`src/crx_pkg.sv`:
```
/*
  crx_pkg: constants and types shared by the contactless receive bit and collision status block.
  assumes: included before crx_top and crx_regs; all users refer to names as crx_pkg::name.
*/
// Behaviour
// - bit 5 of the status register shows whether the card cipher is on, and a software clear switches it off.
// - only the card authentication command sets the cipher-on bit; writing a one does nothing.
// - the link state field codes are 000 idle, 001 transmit wait, 011 transmitting, 101 receive wait, 110 wait for data, 111 receiving, never 100.
// - with bit 7 of the receive bit control clear, every bit after a collision is stored as zero.
// - the first received bit lands at the alignment position and later bits follow, carrying into bit 0 of the next byte.
// - reception is byte oriented for alignment zero and bit oriented otherwise.
// - with the collision-as-integrity-error bit 3 set, each collision also raises the integrity error flag.
// - the last-byte field gives the valid bits of the final byte in bit oriented reception, zero meaning all eight.
// - the decoder writes the last-byte count at the end of a bit oriented frame and clears it when reception starts.
// - the collision position valid bit is set only for a meaningful position, clear for no collision or out of range.
// - the collision position is the zero based bit position of the first collided bit in the received bytes, counted from bit 0 of the first byte.
// - positions are reported only within the first eight bytes, up to 3F.
// - a nonzero alignment is added into the reported collision position.
// - a collision sets the collision detected flag and records the first collision position.
`default_nettype none
package crx_pkg;
  // register indices; the byte address on the bus is the index times four
  localparam logic [7:0] IDX_LINK_STATUS = 8'h0B;
  localparam logic [7:0] IDX_RX_BIT_CTRL = 8'h0C;
  localparam logic [7:0] IDX_RX_COLL_POS = 8'h0D;
  localparam logic [7:0] IDX_IRQ_STATUS = 8'h20;
  localparam logic [7:0] IDX_IRQ_MASK = 8'h21;
  localparam logic [11:0] ADDR_LINK_STATUS = {2'h0, IDX_LINK_STATUS, 2'h0};
  localparam logic [11:0] ADDR_RX_BIT_CTRL = {2'h0, IDX_RX_BIT_CTRL, 2'h0};
  localparam logic [11:0] ADDR_RX_COLL_POS = {2'h0, IDX_RX_COLL_POS, 2'h0};
  localparam logic [11:0] ADDR_IRQ_STATUS = {2'h0, IDX_IRQ_STATUS, 2'h0};
  localparam logic [11:0] ADDR_IRQ_MASK = {2'h0, IDX_IRQ_MASK, 2'h0};
  // field positions
  localparam int CIPHER_BIT = 5;
  localparam int KEEP_BIT = 7;
  localparam int ALIGN_LSB = 4;
  localparam int COLLISION_AS_INTEGRITY_ERROR_BIT = 3;
  localparam int VALID_BIT = 7;
  // interrupt status bits
  localparam int IRQ_COLL = 0;
  localparam int IRQ_INTEG = 1;
  localparam int IRQ_RXDONE = 2;
  localparam int IRQ_W = 3;
  // reset values
  localparam logic [7:0] RST_RX_BIT_CTRL = 8'h80;
  localparam logic [7:0] RST_RX_COLL_POS = 8'h00;
  localparam logic [6:0] COLL_POS_MAX = 7'h3F;
  localparam logic [2:0] ALIGN_BYTE = 3'h0;
  // link state codes
  typedef enum logic [2:0] {
    ST_IDLE = 3'b000,
    ST_TX_WAIT = 3'b001,
    ST_TRANSMIT = 3'b011,
    ST_RX_WAIT = 3'b101,
    ST_WAIT_DATA = 3'b110,
    ST_RECEIVE = 3'b111
  } crx_state_t;
endpackage : crx_pkg
`default_nettype wire

```
`src/crx_regs.sv`:
```
/*
  crx_regs: apb slave decode and register storage for the status, bit control, collision and interrupt registers.
  assumes: one clock pclk, asynchronous active low presetn; event inputs come from logic on the same clock.
*/
`default_nettype none
module crx_regs (
  // clock and reset
  input wire logic pclk,
  input wire logic presetn,
  // apb
  input wire logic psel,
  input wire logic penable,
  input wire logic pwrite,
  input wire logic [11:0] paddr,
  input wire logic [31:0] pwdata,
  output logic [31:0] prdata,
  output logic pready,
  output logic pslverr,
  // core state
  input wire logic [2:0] link_state,
  input wire logic cipher_active,
  input wire logic [7:0] coll_reg,
  input wire logic [2:0] last_bits_hw,
  input wire logic last_bits_load,
  input wire logic [2:0] irq_events,
  // software fields
  output logic [7:0] bit_ctrl,
  output logic cipher_clear,
  output logic irq
);
  typedef struct packed {
    logic [31:0] prdata;
    logic pready;
    logic pslverr;
    logic [7:0] bit_ctrl;
    logic cipher_clear;
    logic [2:0] irq_status;
    logic [2:0] irq_mask;
    logic irq;
  } crx_regs_t;
  crx_regs_t cur, next_cur;
  logic setup, wr;

  // no wait state: answer in the first access cycle after setup
  always_comb begin
    next_cur = cur;
    setup = psel && !penable;
    // writes land at the edge where ready is sampled high, never earlier
    wr = psel && penable && pwrite && cur.pready;
    next_cur.pready = setup;
    next_cur.pslverr = 1'b0;
    next_cur.prdata = 32'h0;
    next_cur.cipher_clear = 1'b0;
    if (setup || wr) begin
      unique case (paddr)
        crx_pkg::ADDR_LINK_STATUS: begin
          if (setup) next_cur.prdata = {26'h0, cipher_active, 2'h0, link_state};
          if (wr && !pwdata[crx_pkg::CIPHER_BIT]) next_cur.cipher_clear = 1'b1;
        end
        crx_pkg::ADDR_RX_BIT_CTRL: begin
          if (setup) next_cur.prdata = {24'h0, cur.bit_ctrl};
          if (wr) next_cur.bit_ctrl = pwdata[7:0];
        end
        crx_pkg::ADDR_RX_COLL_POS: if (setup) next_cur.prdata = {24'h0, coll_reg};
        crx_pkg::ADDR_IRQ_STATUS: if (setup) next_cur.prdata = {29'h0, cur.irq_status};
        crx_pkg::ADDR_IRQ_MASK: begin
          if (setup) next_cur.prdata = {29'h0, cur.irq_mask};
          if (wr) next_cur.irq_mask = pwdata[2:0];
        end
        default: if (setup) next_cur.pslverr = 1'b1; // unmapped address, nothing written
      endcase
    end
    // decoder result overrides a same cycle software write
    if (last_bits_load) next_cur.bit_ctrl[2:0] = last_bits_hw;
    // write one to clear, a new event wins over the clear
    if (wr && paddr == crx_pkg::ADDR_IRQ_STATUS) next_cur.irq_status = cur.irq_status & ~pwdata[2:0];
    next_cur.irq_status = next_cur.irq_status | irq_events;
    next_cur.irq = |(next_cur.irq_status & next_cur.irq_mask);
  end

  always_ff @(posedge pclk or negedge presetn) begin
    if (!presetn) begin
      cur <= '0;
      cur.bit_ctrl <= crx_pkg::RST_RX_BIT_CTRL;
    end else begin
      cur <= next_cur;
    end
  end

  assign prdata = cur.prdata;
  assign pready = cur.pready;
  assign pslverr = cur.pslverr;
  assign bit_ctrl = cur.bit_ctrl;
  assign cipher_clear = cur.cipher_clear;
  assign irq = cur.irq;
endmodule // crx_regs
`default_nettype wire

```
`src/crx_top.sv`:
```
/*
  crx_top: receive bit framing, collision recording and link state reporting for a contactless reader.
  assumes: decoder strobes are synchronous to pclk; a command sequencer drives the start and phase inputs.
*/
// The implementer's own choice: register access over APB.
`default_nettype none
module crx_top (
  // clock and reset
  input wire logic pclk,
  input wire logic presetn,
  // apb slave
  input wire logic psel,
  input wire logic penable,
  input wire logic pwrite,
  input wire logic [11:0] paddr,
  input wire logic [31:0] pwdata,
  output logic [31:0] prdata,
  output logic pready,
  output logic pslverr,
  // command sequencer phases, one cycle pulses
  input wire logic tx_request,
  input wire logic tx_start,
  input wire logic tx_done,
  input wire logic rx_start,
  input wire logic rx_first_bit,
  input wire logic rx_done,
  input wire logic cmd_abort,
  input wire logic auth_success,
  // receive decoder bit stream
  input wire logic rx_bit_valid,
  input wire logic rx_bit,
  input wire logic rx_bit_coll,
  // received bytes toward storage
  output logic rx_byte_valid,
  output logic [7:0] rx_byte,
  output logic [7:0] rx_byte_mask,
  // flags and interrupt
  output logic collision_detected,
  output logic integrity_error,
  output logic cipher_active,
  output logic irq
);
  typedef struct packed {
    crx_pkg::crx_state_t state;
    logic cipher;
    logic [7:0] shift;
    logic [7:0] mask;
    logic [2:0] pos;
    logic [6:0] bit_idx;
    logic in_coll;
    logic coll_seen;
    logic [7:0] coll_reg;
    logic byte_valid;
    logic [7:0] byte_out;
    logic [7:0] byte_mask;
    logic coll_flag;
    logic integ_flag;
    logic [2:0] last_bits;
    logic last_load;
    logic [2:0] events;
  } crx_core_t;
  crx_core_t cur, next_cur;
  logic [7:0] bit_ctrl;
  logic cipher_clear;
  logic keep_after;
  logic [2:0] align;
  logic bit_mode;
  logic stored_bit;
  logic [7:0] abs_idx;

  crx_regs u_regs (
    .pclk(pclk),
    .presetn(presetn),
    .psel(psel),
    .penable(penable),
    .pwrite(pwrite),
    .paddr(paddr),
    .pwdata(pwdata),
    .prdata(prdata),
    .pready(pready),
    .pslverr(pslverr),
    .link_state(cur.state),
    .cipher_active(cur.cipher),
    .coll_reg(cur.coll_reg),
    .last_bits_hw(cur.last_bits),
    .last_bits_load(cur.last_load),
    .irq_events(cur.events),
    .bit_ctrl(bit_ctrl),
    .cipher_clear(cipher_clear),
    .irq(irq)
  );

  assign keep_after = bit_ctrl[crx_pkg::KEEP_BIT];
  assign align = bit_ctrl[crx_pkg::ALIGN_LSB +: 3];
  assign bit_mode = (align != crx_pkg::ALIGN_BYTE);

  // main framing process
  always_comb begin
    next_cur = cur;
    next_cur.byte_valid = 1'b0;
    next_cur.last_load = 1'b0;
    next_cur.events = 3'h0;
    stored_bit = rx_bit;
    abs_idx = {1'b0, cur.bit_idx} + {5'h0, align};

    // link state machine
    unique case (cur.state)
      crx_pkg::ST_IDLE: if (tx_request) next_cur.state = crx_pkg::ST_TX_WAIT;
      crx_pkg::ST_TX_WAIT: if (tx_start) next_cur.state = crx_pkg::ST_TRANSMIT;
      crx_pkg::ST_TRANSMIT: if (tx_done) next_cur.state = crx_pkg::ST_RX_WAIT;
      crx_pkg::ST_RX_WAIT: if (rx_start) next_cur.state = crx_pkg::ST_WAIT_DATA;
      crx_pkg::ST_WAIT_DATA: if (rx_first_bit) next_cur.state = crx_pkg::ST_RECEIVE;
      crx_pkg::ST_RECEIVE: if (rx_done) next_cur.state = crx_pkg::ST_IDLE;
      default: next_cur.state = crx_pkg::ST_IDLE; // code 100 never held
    endcase
    if (cmd_abort) next_cur.state = crx_pkg::ST_IDLE;

    // cipher: set only by authentication, cleared by software
    if (cipher_clear) next_cur.cipher = 1'b0;
    if (auth_success) next_cur.cipher = 1'b1;

    // start of receive phase clears per frame state
    if (rx_start) begin
      next_cur.pos = align;
      next_cur.shift = 8'h00;
      next_cur.mask = 8'h00;
      next_cur.bit_idx = 7'h00;
      next_cur.in_coll = 1'b0;
      next_cur.coll_seen = 1'b0;
      next_cur.coll_reg = crx_pkg::RST_RX_COLL_POS;
      next_cur.coll_flag = 1'b0;
      next_cur.integ_flag = 1'b0;
      next_cur.last_bits = 3'h0;
      next_cur.last_load = 1'b1;
    end else if (rx_bit_valid && cur.state == crx_pkg::ST_RECEIVE) begin
      // zero fill after a collision unless told to keep values
      if ((cur.in_coll || rx_bit_coll) && !keep_after) stored_bit = 1'b0;
      next_cur.shift[cur.pos] = stored_bit;
      next_cur.mask[cur.pos] = 1'b1;
      next_cur.pos = cur.pos + 3'h1; // wraps into bit 0 of next byte
      if (cur.bit_idx != 7'h7F) next_cur.bit_idx = cur.bit_idx + 7'h01;
      if (rx_bit_coll) begin
        next_cur.in_coll = 1'b1;
        next_cur.coll_flag = 1'b1;
        next_cur.events[crx_pkg::IRQ_COLL] = 1'b1;
        if (bit_ctrl[crx_pkg::COLLISION_AS_INTEGRITY_ERROR_BIT]) begin
          next_cur.integ_flag = 1'b1;
          next_cur.events[crx_pkg::IRQ_INTEG] = 1'b1;
        end
        // only the first collision of the frame is recorded
        if (!cur.coll_seen) begin
          next_cur.coll_seen = 1'b1;
          if (abs_idx <= {1'b0, crx_pkg::COLL_POS_MAX}) begin
            next_cur.coll_reg = {1'b1, abs_idx[6:0]};
          end
        end
      end
      if (cur.pos == 3'h7) begin
        next_cur.byte_valid = 1'b1;
        next_cur.byte_out = next_cur.shift;
        next_cur.byte_mask = next_cur.mask;
        next_cur.shift = 8'h00;
        next_cur.mask = 8'h00;
      end
    end

    // end of frame: flush a partial byte and, in bit oriented mode only, report its valid bits
    if (rx_done && cur.state == crx_pkg::ST_RECEIVE) begin
      next_cur.events[crx_pkg::IRQ_RXDONE] = 1'b1;
      if (cur.mask != 8'h00) begin
        next_cur.byte_valid = 1'b1;
        next_cur.byte_out = cur.shift;
        next_cur.byte_mask = cur.mask;
      end
      if (bit_mode) begin
        next_cur.last_bits = cur.pos;
        next_cur.last_load = 1'b1;
      end
    end
  end

  always_ff @(posedge pclk or negedge presetn) begin
    if (!presetn) begin
      cur <= '0;
      cur.state <= crx_pkg::ST_IDLE;
    end else begin
      cur <= next_cur;
    end
  end

  assign rx_byte_valid = cur.byte_valid;
  assign rx_byte = cur.byte_out;
  assign rx_byte_mask = cur.byte_mask;
  assign collision_detected = cur.coll_flag;
  assign integrity_error = cur.integ_flag;
  assign cipher_active = cur.cipher;
endmodule // crx_top
`default_nettype wire
```
`config.mk`:
```
export PLATFORM = sky130hd
export DESIGN_NAME = crx_top
export DESIGN_NICKNAME = d
export VERILOG_FILES = /design/src/crx_pkg.sv /design/src/crx_regs.sv /design/src/crx_top.sv
export SDC_FILE = /design/constraint.sdc
export NUM_CORES = 1
export LEC_CHECK = 0
export BUFFER_PORTS_ARGS = -buffer_cell sky130_fd_sc_hd__buf_4
export CAP_MARGIN = 40
export CORE_MARGIN = 5
export CORE_UTILIZATION = 49
export DETAILED_ROUTE_END_ITERATION = 16
export GPL_TIMING_DRIVEN = 1
export PLACE_DENSITY = 0.73
export SLEW_MARGIN = 0
export SYNTH_ARGS = -nofsm -noshare
export SYNTH_HDL_FRONTEND = slang
export SYNTH_SLANG_ARGS = --single-unit
```
`constraint.sdc`:
```
create_clock -name pclk -period 2.1 [get_ports pclk]
set_input_delay 0.42 -clock pclk [delete_from_list [all_inputs] [get_ports pclk]]
set_output_delay 0.42 -clock pclk [all_outputs]
set_load 0.02 [all_outputs]
```
# Yosys cells after proc, flatten, opt, wreduce, memory -nomap -nowiden
# Cells that the tools add are included.
# Widths: inputs -> output; s select.
[op_classes] addsub=3 n_lt_le_gt_ge=3 eq_ne=19 n_mux=56 bitwise=5 reduce_logical=36
[ops] cell="$pmux 32 s5" count=1
[ops] cell="$mux 17" count=4
[ops] cell="$mux 55" count=1
[ops] cell="$mux 8" count=6
[ops] cell="$mux 3" count=14
[ops] cell="$eq 12x6->1 const B" count=3
[ops] cell="$mux 36" count=1
[ops] cell="$mux 32" count=1
[ops] cell="$eq 12x8->1 const B" count=2
[ops] cell="$mux 10" count=2
[ops] cell="$ne 3x3->1 const B" count=6
[ops] cell="$pmux 3 s6" count=1
[ops] cell="$reduce_bool 2->1" count=9
[ops] cell="$mux 16" count=1
[ops] cell="$eq 3x3->1 const B" count=4
[ops] cell="$mux 1" count=12
[ops] cell="$logic_and 1x1->1" count=10
[ops] cell="$mux 2" count=5
[ops] cell="$reduce_and 3->1" count=3
[ops] cell="$add 7x3->8" count=1
[ops] cell="$bwmux 8" count=1
[ops] cell="$le 8x6->1 const B" count=1
[ops] cell="$mux 4" count=2
[ops] cell="$or 8x8->8" count=1
[ops] cell="25 further kinds" count=30
[totals] register_bits=116 output_inout_bits=55

# Logic depth before layout (Yosys ltp)
[logic_depth] ltp_word=11 mapped_depth=7 ltp_nobuf=7

# Modules after synthesis
# From an unflattened synthesis, not the netlist that was laid out.
[unflattened] hier_cells=499 hier_area_um2=4972.3
[by_module_without_submodules] module="crx_top" n_inst=1 cells_per_inst=350 area_per_inst_um2=3415.8 seq_area_each_um2=1601.5
[by_module_without_submodules] module="crx_regs" n_inst=1 cells_per_inst=149 area_per_inst_um2=1556.5 seq_area_each_um2=651.9

# Worst setup path after synthesis
# OpenSTA, ideal clock, no wires.
[synth_path] kind="register to register" from="reg cur[36] (netlist bit)" to="reg cur[28] (netlist bit)" setup_time_ps=121 arrival_time_ps=1940 t_required_ps=1979 setup_slack_ps=39 path_stages_with_launch=8 cell_sequence="dfrtp_1 -> ha_1 -> fa_1 -> a21o_1 -> a21oi_1 -> a21oi_1 -> o31a_1 -> a22o_1"
[synth_via] elab_chain_len=6 word_cells_on_any_way=9
[synth_rtl] element="start, declared" line="crx_top.sv:62" rtl="crx_core_t cur, next_cur;"
[synth_rtl] element="start signal, assigned" line="crx_top.sv:187" rtl="cur <= next_cur;"
[synth_rtl] element="$add 7x3->8 *" line="crx_top.sv:104" rtl="abs_idx = {1'b0, cur.bit_idx} + {5'h0, align};"
[synth_rtl] element="branches (longest 5 deep; another with $le 8x6->1)"
# Every way passes the cells marked *. The select of a mux whose other input is x is not followed.
# A chain may end at the register's enable or synchronous reset.

# Final worst setup path
[layout_path] from="reg cur[36] (netlist bit)" to="reg cur[31] (netlist bit)"
# Same word-level chain as after synthesis.

==> flow_summary.json <==
{
  "coreArea_mm2": 0.00933,
  "vias_per_cell": 5.34,
  "grtUsageMet2_pct": 29.4,
  "dp_hpwl_um": 7870,
  "yosys_most_used_dff": "dfrtp_1",
  "clkSlewWorstSetupHoldPaths_ps": 90,
  "synthAdderAreaFrac_pct": 2.01,
  "fin_crit_sh_pct": 99.5,
  "yosys-mux-area-fraction_pct": 6.30,
  "rsz0062_at_grt": "yes",
  "cts_sinks": 90,
  "syn_area_mm2": 0.00472,
  "cp.required_ps": 2350,
  "place.gp.congestion": 0.907,
  "ys_top_cells_by_count": "89 x dfrtp_1, 49 x buf_4, 42 x nor2_1",
  "outcome": "finished clean",
  "cap_violations": 0,
  "powerDensity_mw_per_mm2": 593,
  "antenna_found_initial": 0,
  "yosysWarnings": 0,
  "worst-r2r-cell-count": 7,
  "netlist.top_cell.by_area": "dfrtp_1",
  "cp_data_arrival_time_ps": 2340,
  "synth_top_family_by_area": "simple AND/OR/NAND/NOR gates",
  "routedWlPerCell_um": 15.9,
  "crit_buf_inv": 0,
  "final_hold_viol_count": 0,
  "finalSetupTns_ps": 0,
  "finalCriticalPeriod_ps": 2090,
  "finalPower_mw": 3.31,
  "critPathTopFamily": "compound AO/OA/AOI/OAI gates",
  "tritoncts": "done",
  "finalWirelength_um": 10700,
  "synth_seq_cells": 90,
  "cp_slowest_cell": "dfrtp_1",
  "portBuffers": 66,
  "leakage_nw": 2.79,
  "area_growth_syn_to_layout_pct": 18.1,
  "slew_viol_final": 0,
  "grtUsageMet1_pct": 26.2,
  "worstSetupStartpointType": "flip-flop",
  "grt_max_degree": 62,
  "path_class": "flip-flop to flip-flop",
  "cts_root_buf": "clkbuf_8",
  "use_met3_pct": 3.52,
  "critPathMaxFanout": 8,
  "crit_cells": 7,
  "max_slew_margin_pct": 61.3,
  "ys_seq_area_share_pct": 47.7,
  "pre_cts_ws_ps": -51.3,
  "ant_nets": 0,
  "seq_area_mm2": 0.00225,
  "ios": 115,
  "setup_violations": 0,
  "worst_slack_ps": 11.2,
  "crit_top_cell": "a21oi_2",
  "fillerInstances": 806,
  "synthDistinctLibCells": 56,
  "min_path_cells": 2,
  "crit_chain": "ha_2 -> fa_2 -> a21o_1 -> a21oi_2 -> a21oi_2 -> o31a_1 -> a22o_1",
  "synth_top_area_share_pct": 47.1,
  "top_usage_layer": "met2",
  "grt_pass1_vias": 3511,
  "finClkSkew_ps": 10.5,
  "clock_path_buffers": 2,
  "synth_enable_flop_cells": 0,
  "grt_overflow": 0,
  "end_kind": "flip-flop",
  "fmax_mhz": 479,
  "worst_path_largest_cell_delay_ps": 400,
  "antenna-diode-count": 0,
  "fp.dieW_um": 108,
  "synthMostInstantiatedCell": "dfrtp_1",
  "avgSynthCellArea_um2": 10.1,
  "synth-simple-area-share_pct": 16.0,
  "track_usage_pct": 18.6,
  "drive_above_1_share_pct": 25.6,
  "start_util_pct": 50.7,
  "finish.instance_area_mm2": 0.00558,
  "vias": 3610,
  "ir_drop_uv": 270,
  "synthXorXnorAreaFrac_pct": 1.67,
  "drt_pass1_iterations": 4,
  "hp-class": "primary input to flip-flop",
  "multi_input_area_mm2": 0.00210,
  "numCtsBuffers": 9,
  "async_reset_ff_share_pct": 100,
  "fin_hold_ws_ps": 220,
  "die-area_mm2": 0.0117,
  "drcViolationCount": 0,
  "synth_area_leaders": "dfrtp_1 47%, buf_4 7.8%, mux2i_1 4.9%",
  "fin_nets": 609,
  "synth_compound_area_share_pct": 15.9,
  "die_y_um": 108,
  "place_area_mm2": 0.00530,
  "dr.first_iter.drc_count": 186,
  "worst_pin_slew_ps": 577,
  "synth_cells": 470,
  "cts.htree.levels": 3,
  "grt_pass1_wl_um": 17300,
  "rows": 35,
  "insertion_delay_ps": 360
}
-- stage by stage --
step | instances | utilization (%)
after global placement | 657 | 56.8
after detailed placement | 657 | 56.8
after global routing | 676 | 59.8
final | 676 | 59.8
after CTS | 674 | 59.5
after floorplan | 493 | -
-- report_power, final --
part           leakage (nW)  switching (mW)  internal (mW)  total [mW]
combinational          1.44           0.155         0.0832       0.238
clock                 0.109           0.619          0.705        1.32
sequential             1.24         0.00947           1.74        1.75
-- cells by family (layout without fill, tap and decap cells) --
group | Yosys count | after routing
simple gates | 142 | 142
mux | 29 | 29
compound gates | 114 | 114
flops | 90 | 90
fa+ha+maj | 7 | 7
other cells | 1 | 24
xor+xnor | 9 | 9
buf+inv | 78 | 132
-- worst paths after layout --
path / startpoint / end / slack, ps
setup / recovery: cur[36]$_DFFE_PN0P_ / cur[31]$_DFFE_PN0P_ / 10
hold / removal: pwdata[5] / u_regs.cipher_clear$_DFF_PN0_ / 220
setup reg to reg: cur[36]$_DFFE_PN0P_ / cur[31]$_DFFE_PN0P_ / 10
hold reg to reg: cur[2]$_DFF_PN0_ / u_regs.cur[6]$_DFF_PN0_ / 480
max in group asynchronous: presetn / cur[4]$_DFF_PN0_ / 890
min in group asynchronous: presetn / u_regs.prdata[5]$_DFF_PN0_ / 550
-- layer usage --
| metal | wire [um] | part of all wire (%) | vias up |
|---|---|---|---|
| li1 | - | - | 1732 |
| met1 | 4830 | 45 | 1745 |
| met2 | 4990 | 47 | 117 |
| met3 | 706 | 6.6 | 16 |
| met4 | 192 | 1.8 | 0 |
| met5 | 0 | 0 | - |
-- state kept, by name (all words and copies together), names as in the netlist, 6 cells and up --
register         flops
u_regs.cur           6
rx_byte              8
cur                 45
u_regs.bit_ctrl      8
u_regs.prdata        8
rx_byte_mask         8
-- cell type report --
class	count	share of cell area, %
timing repair buffer	105	14.4
clock buffer	10	2.47
multi-input combinational	325	37.5
inverter	11	0.740
tap	129	2.89
clock inverter	6	1.59
sequential	90	40.4
-- layout by cell type, fill, tap and decap left out, types with 6 or more instances in the layout --
cell        n
buf_4     103
dfrtp_1    89
nor2_1     42
nand2_1    36
o21ai_0    32
conb_1     24
mux2i_1    23
a22o_1     22
a21oi_1    21
inv_1      10
clkbuf_8   10
o21ai_1     8
nor3b_1     8
nand3_1     6
nor3_1      6
xor2_1      6
-- repair_timing --
action,4_1_cts,5_1_grt
pin swaps,1,7
resized for setup,4,5
endpoints found under the setup margin,8,9
buffers inserted,0,2
hold buffers,1,0
endpoints found under the hold margin,28,0
Note: power is estimated with default switching activity, not from simulation.
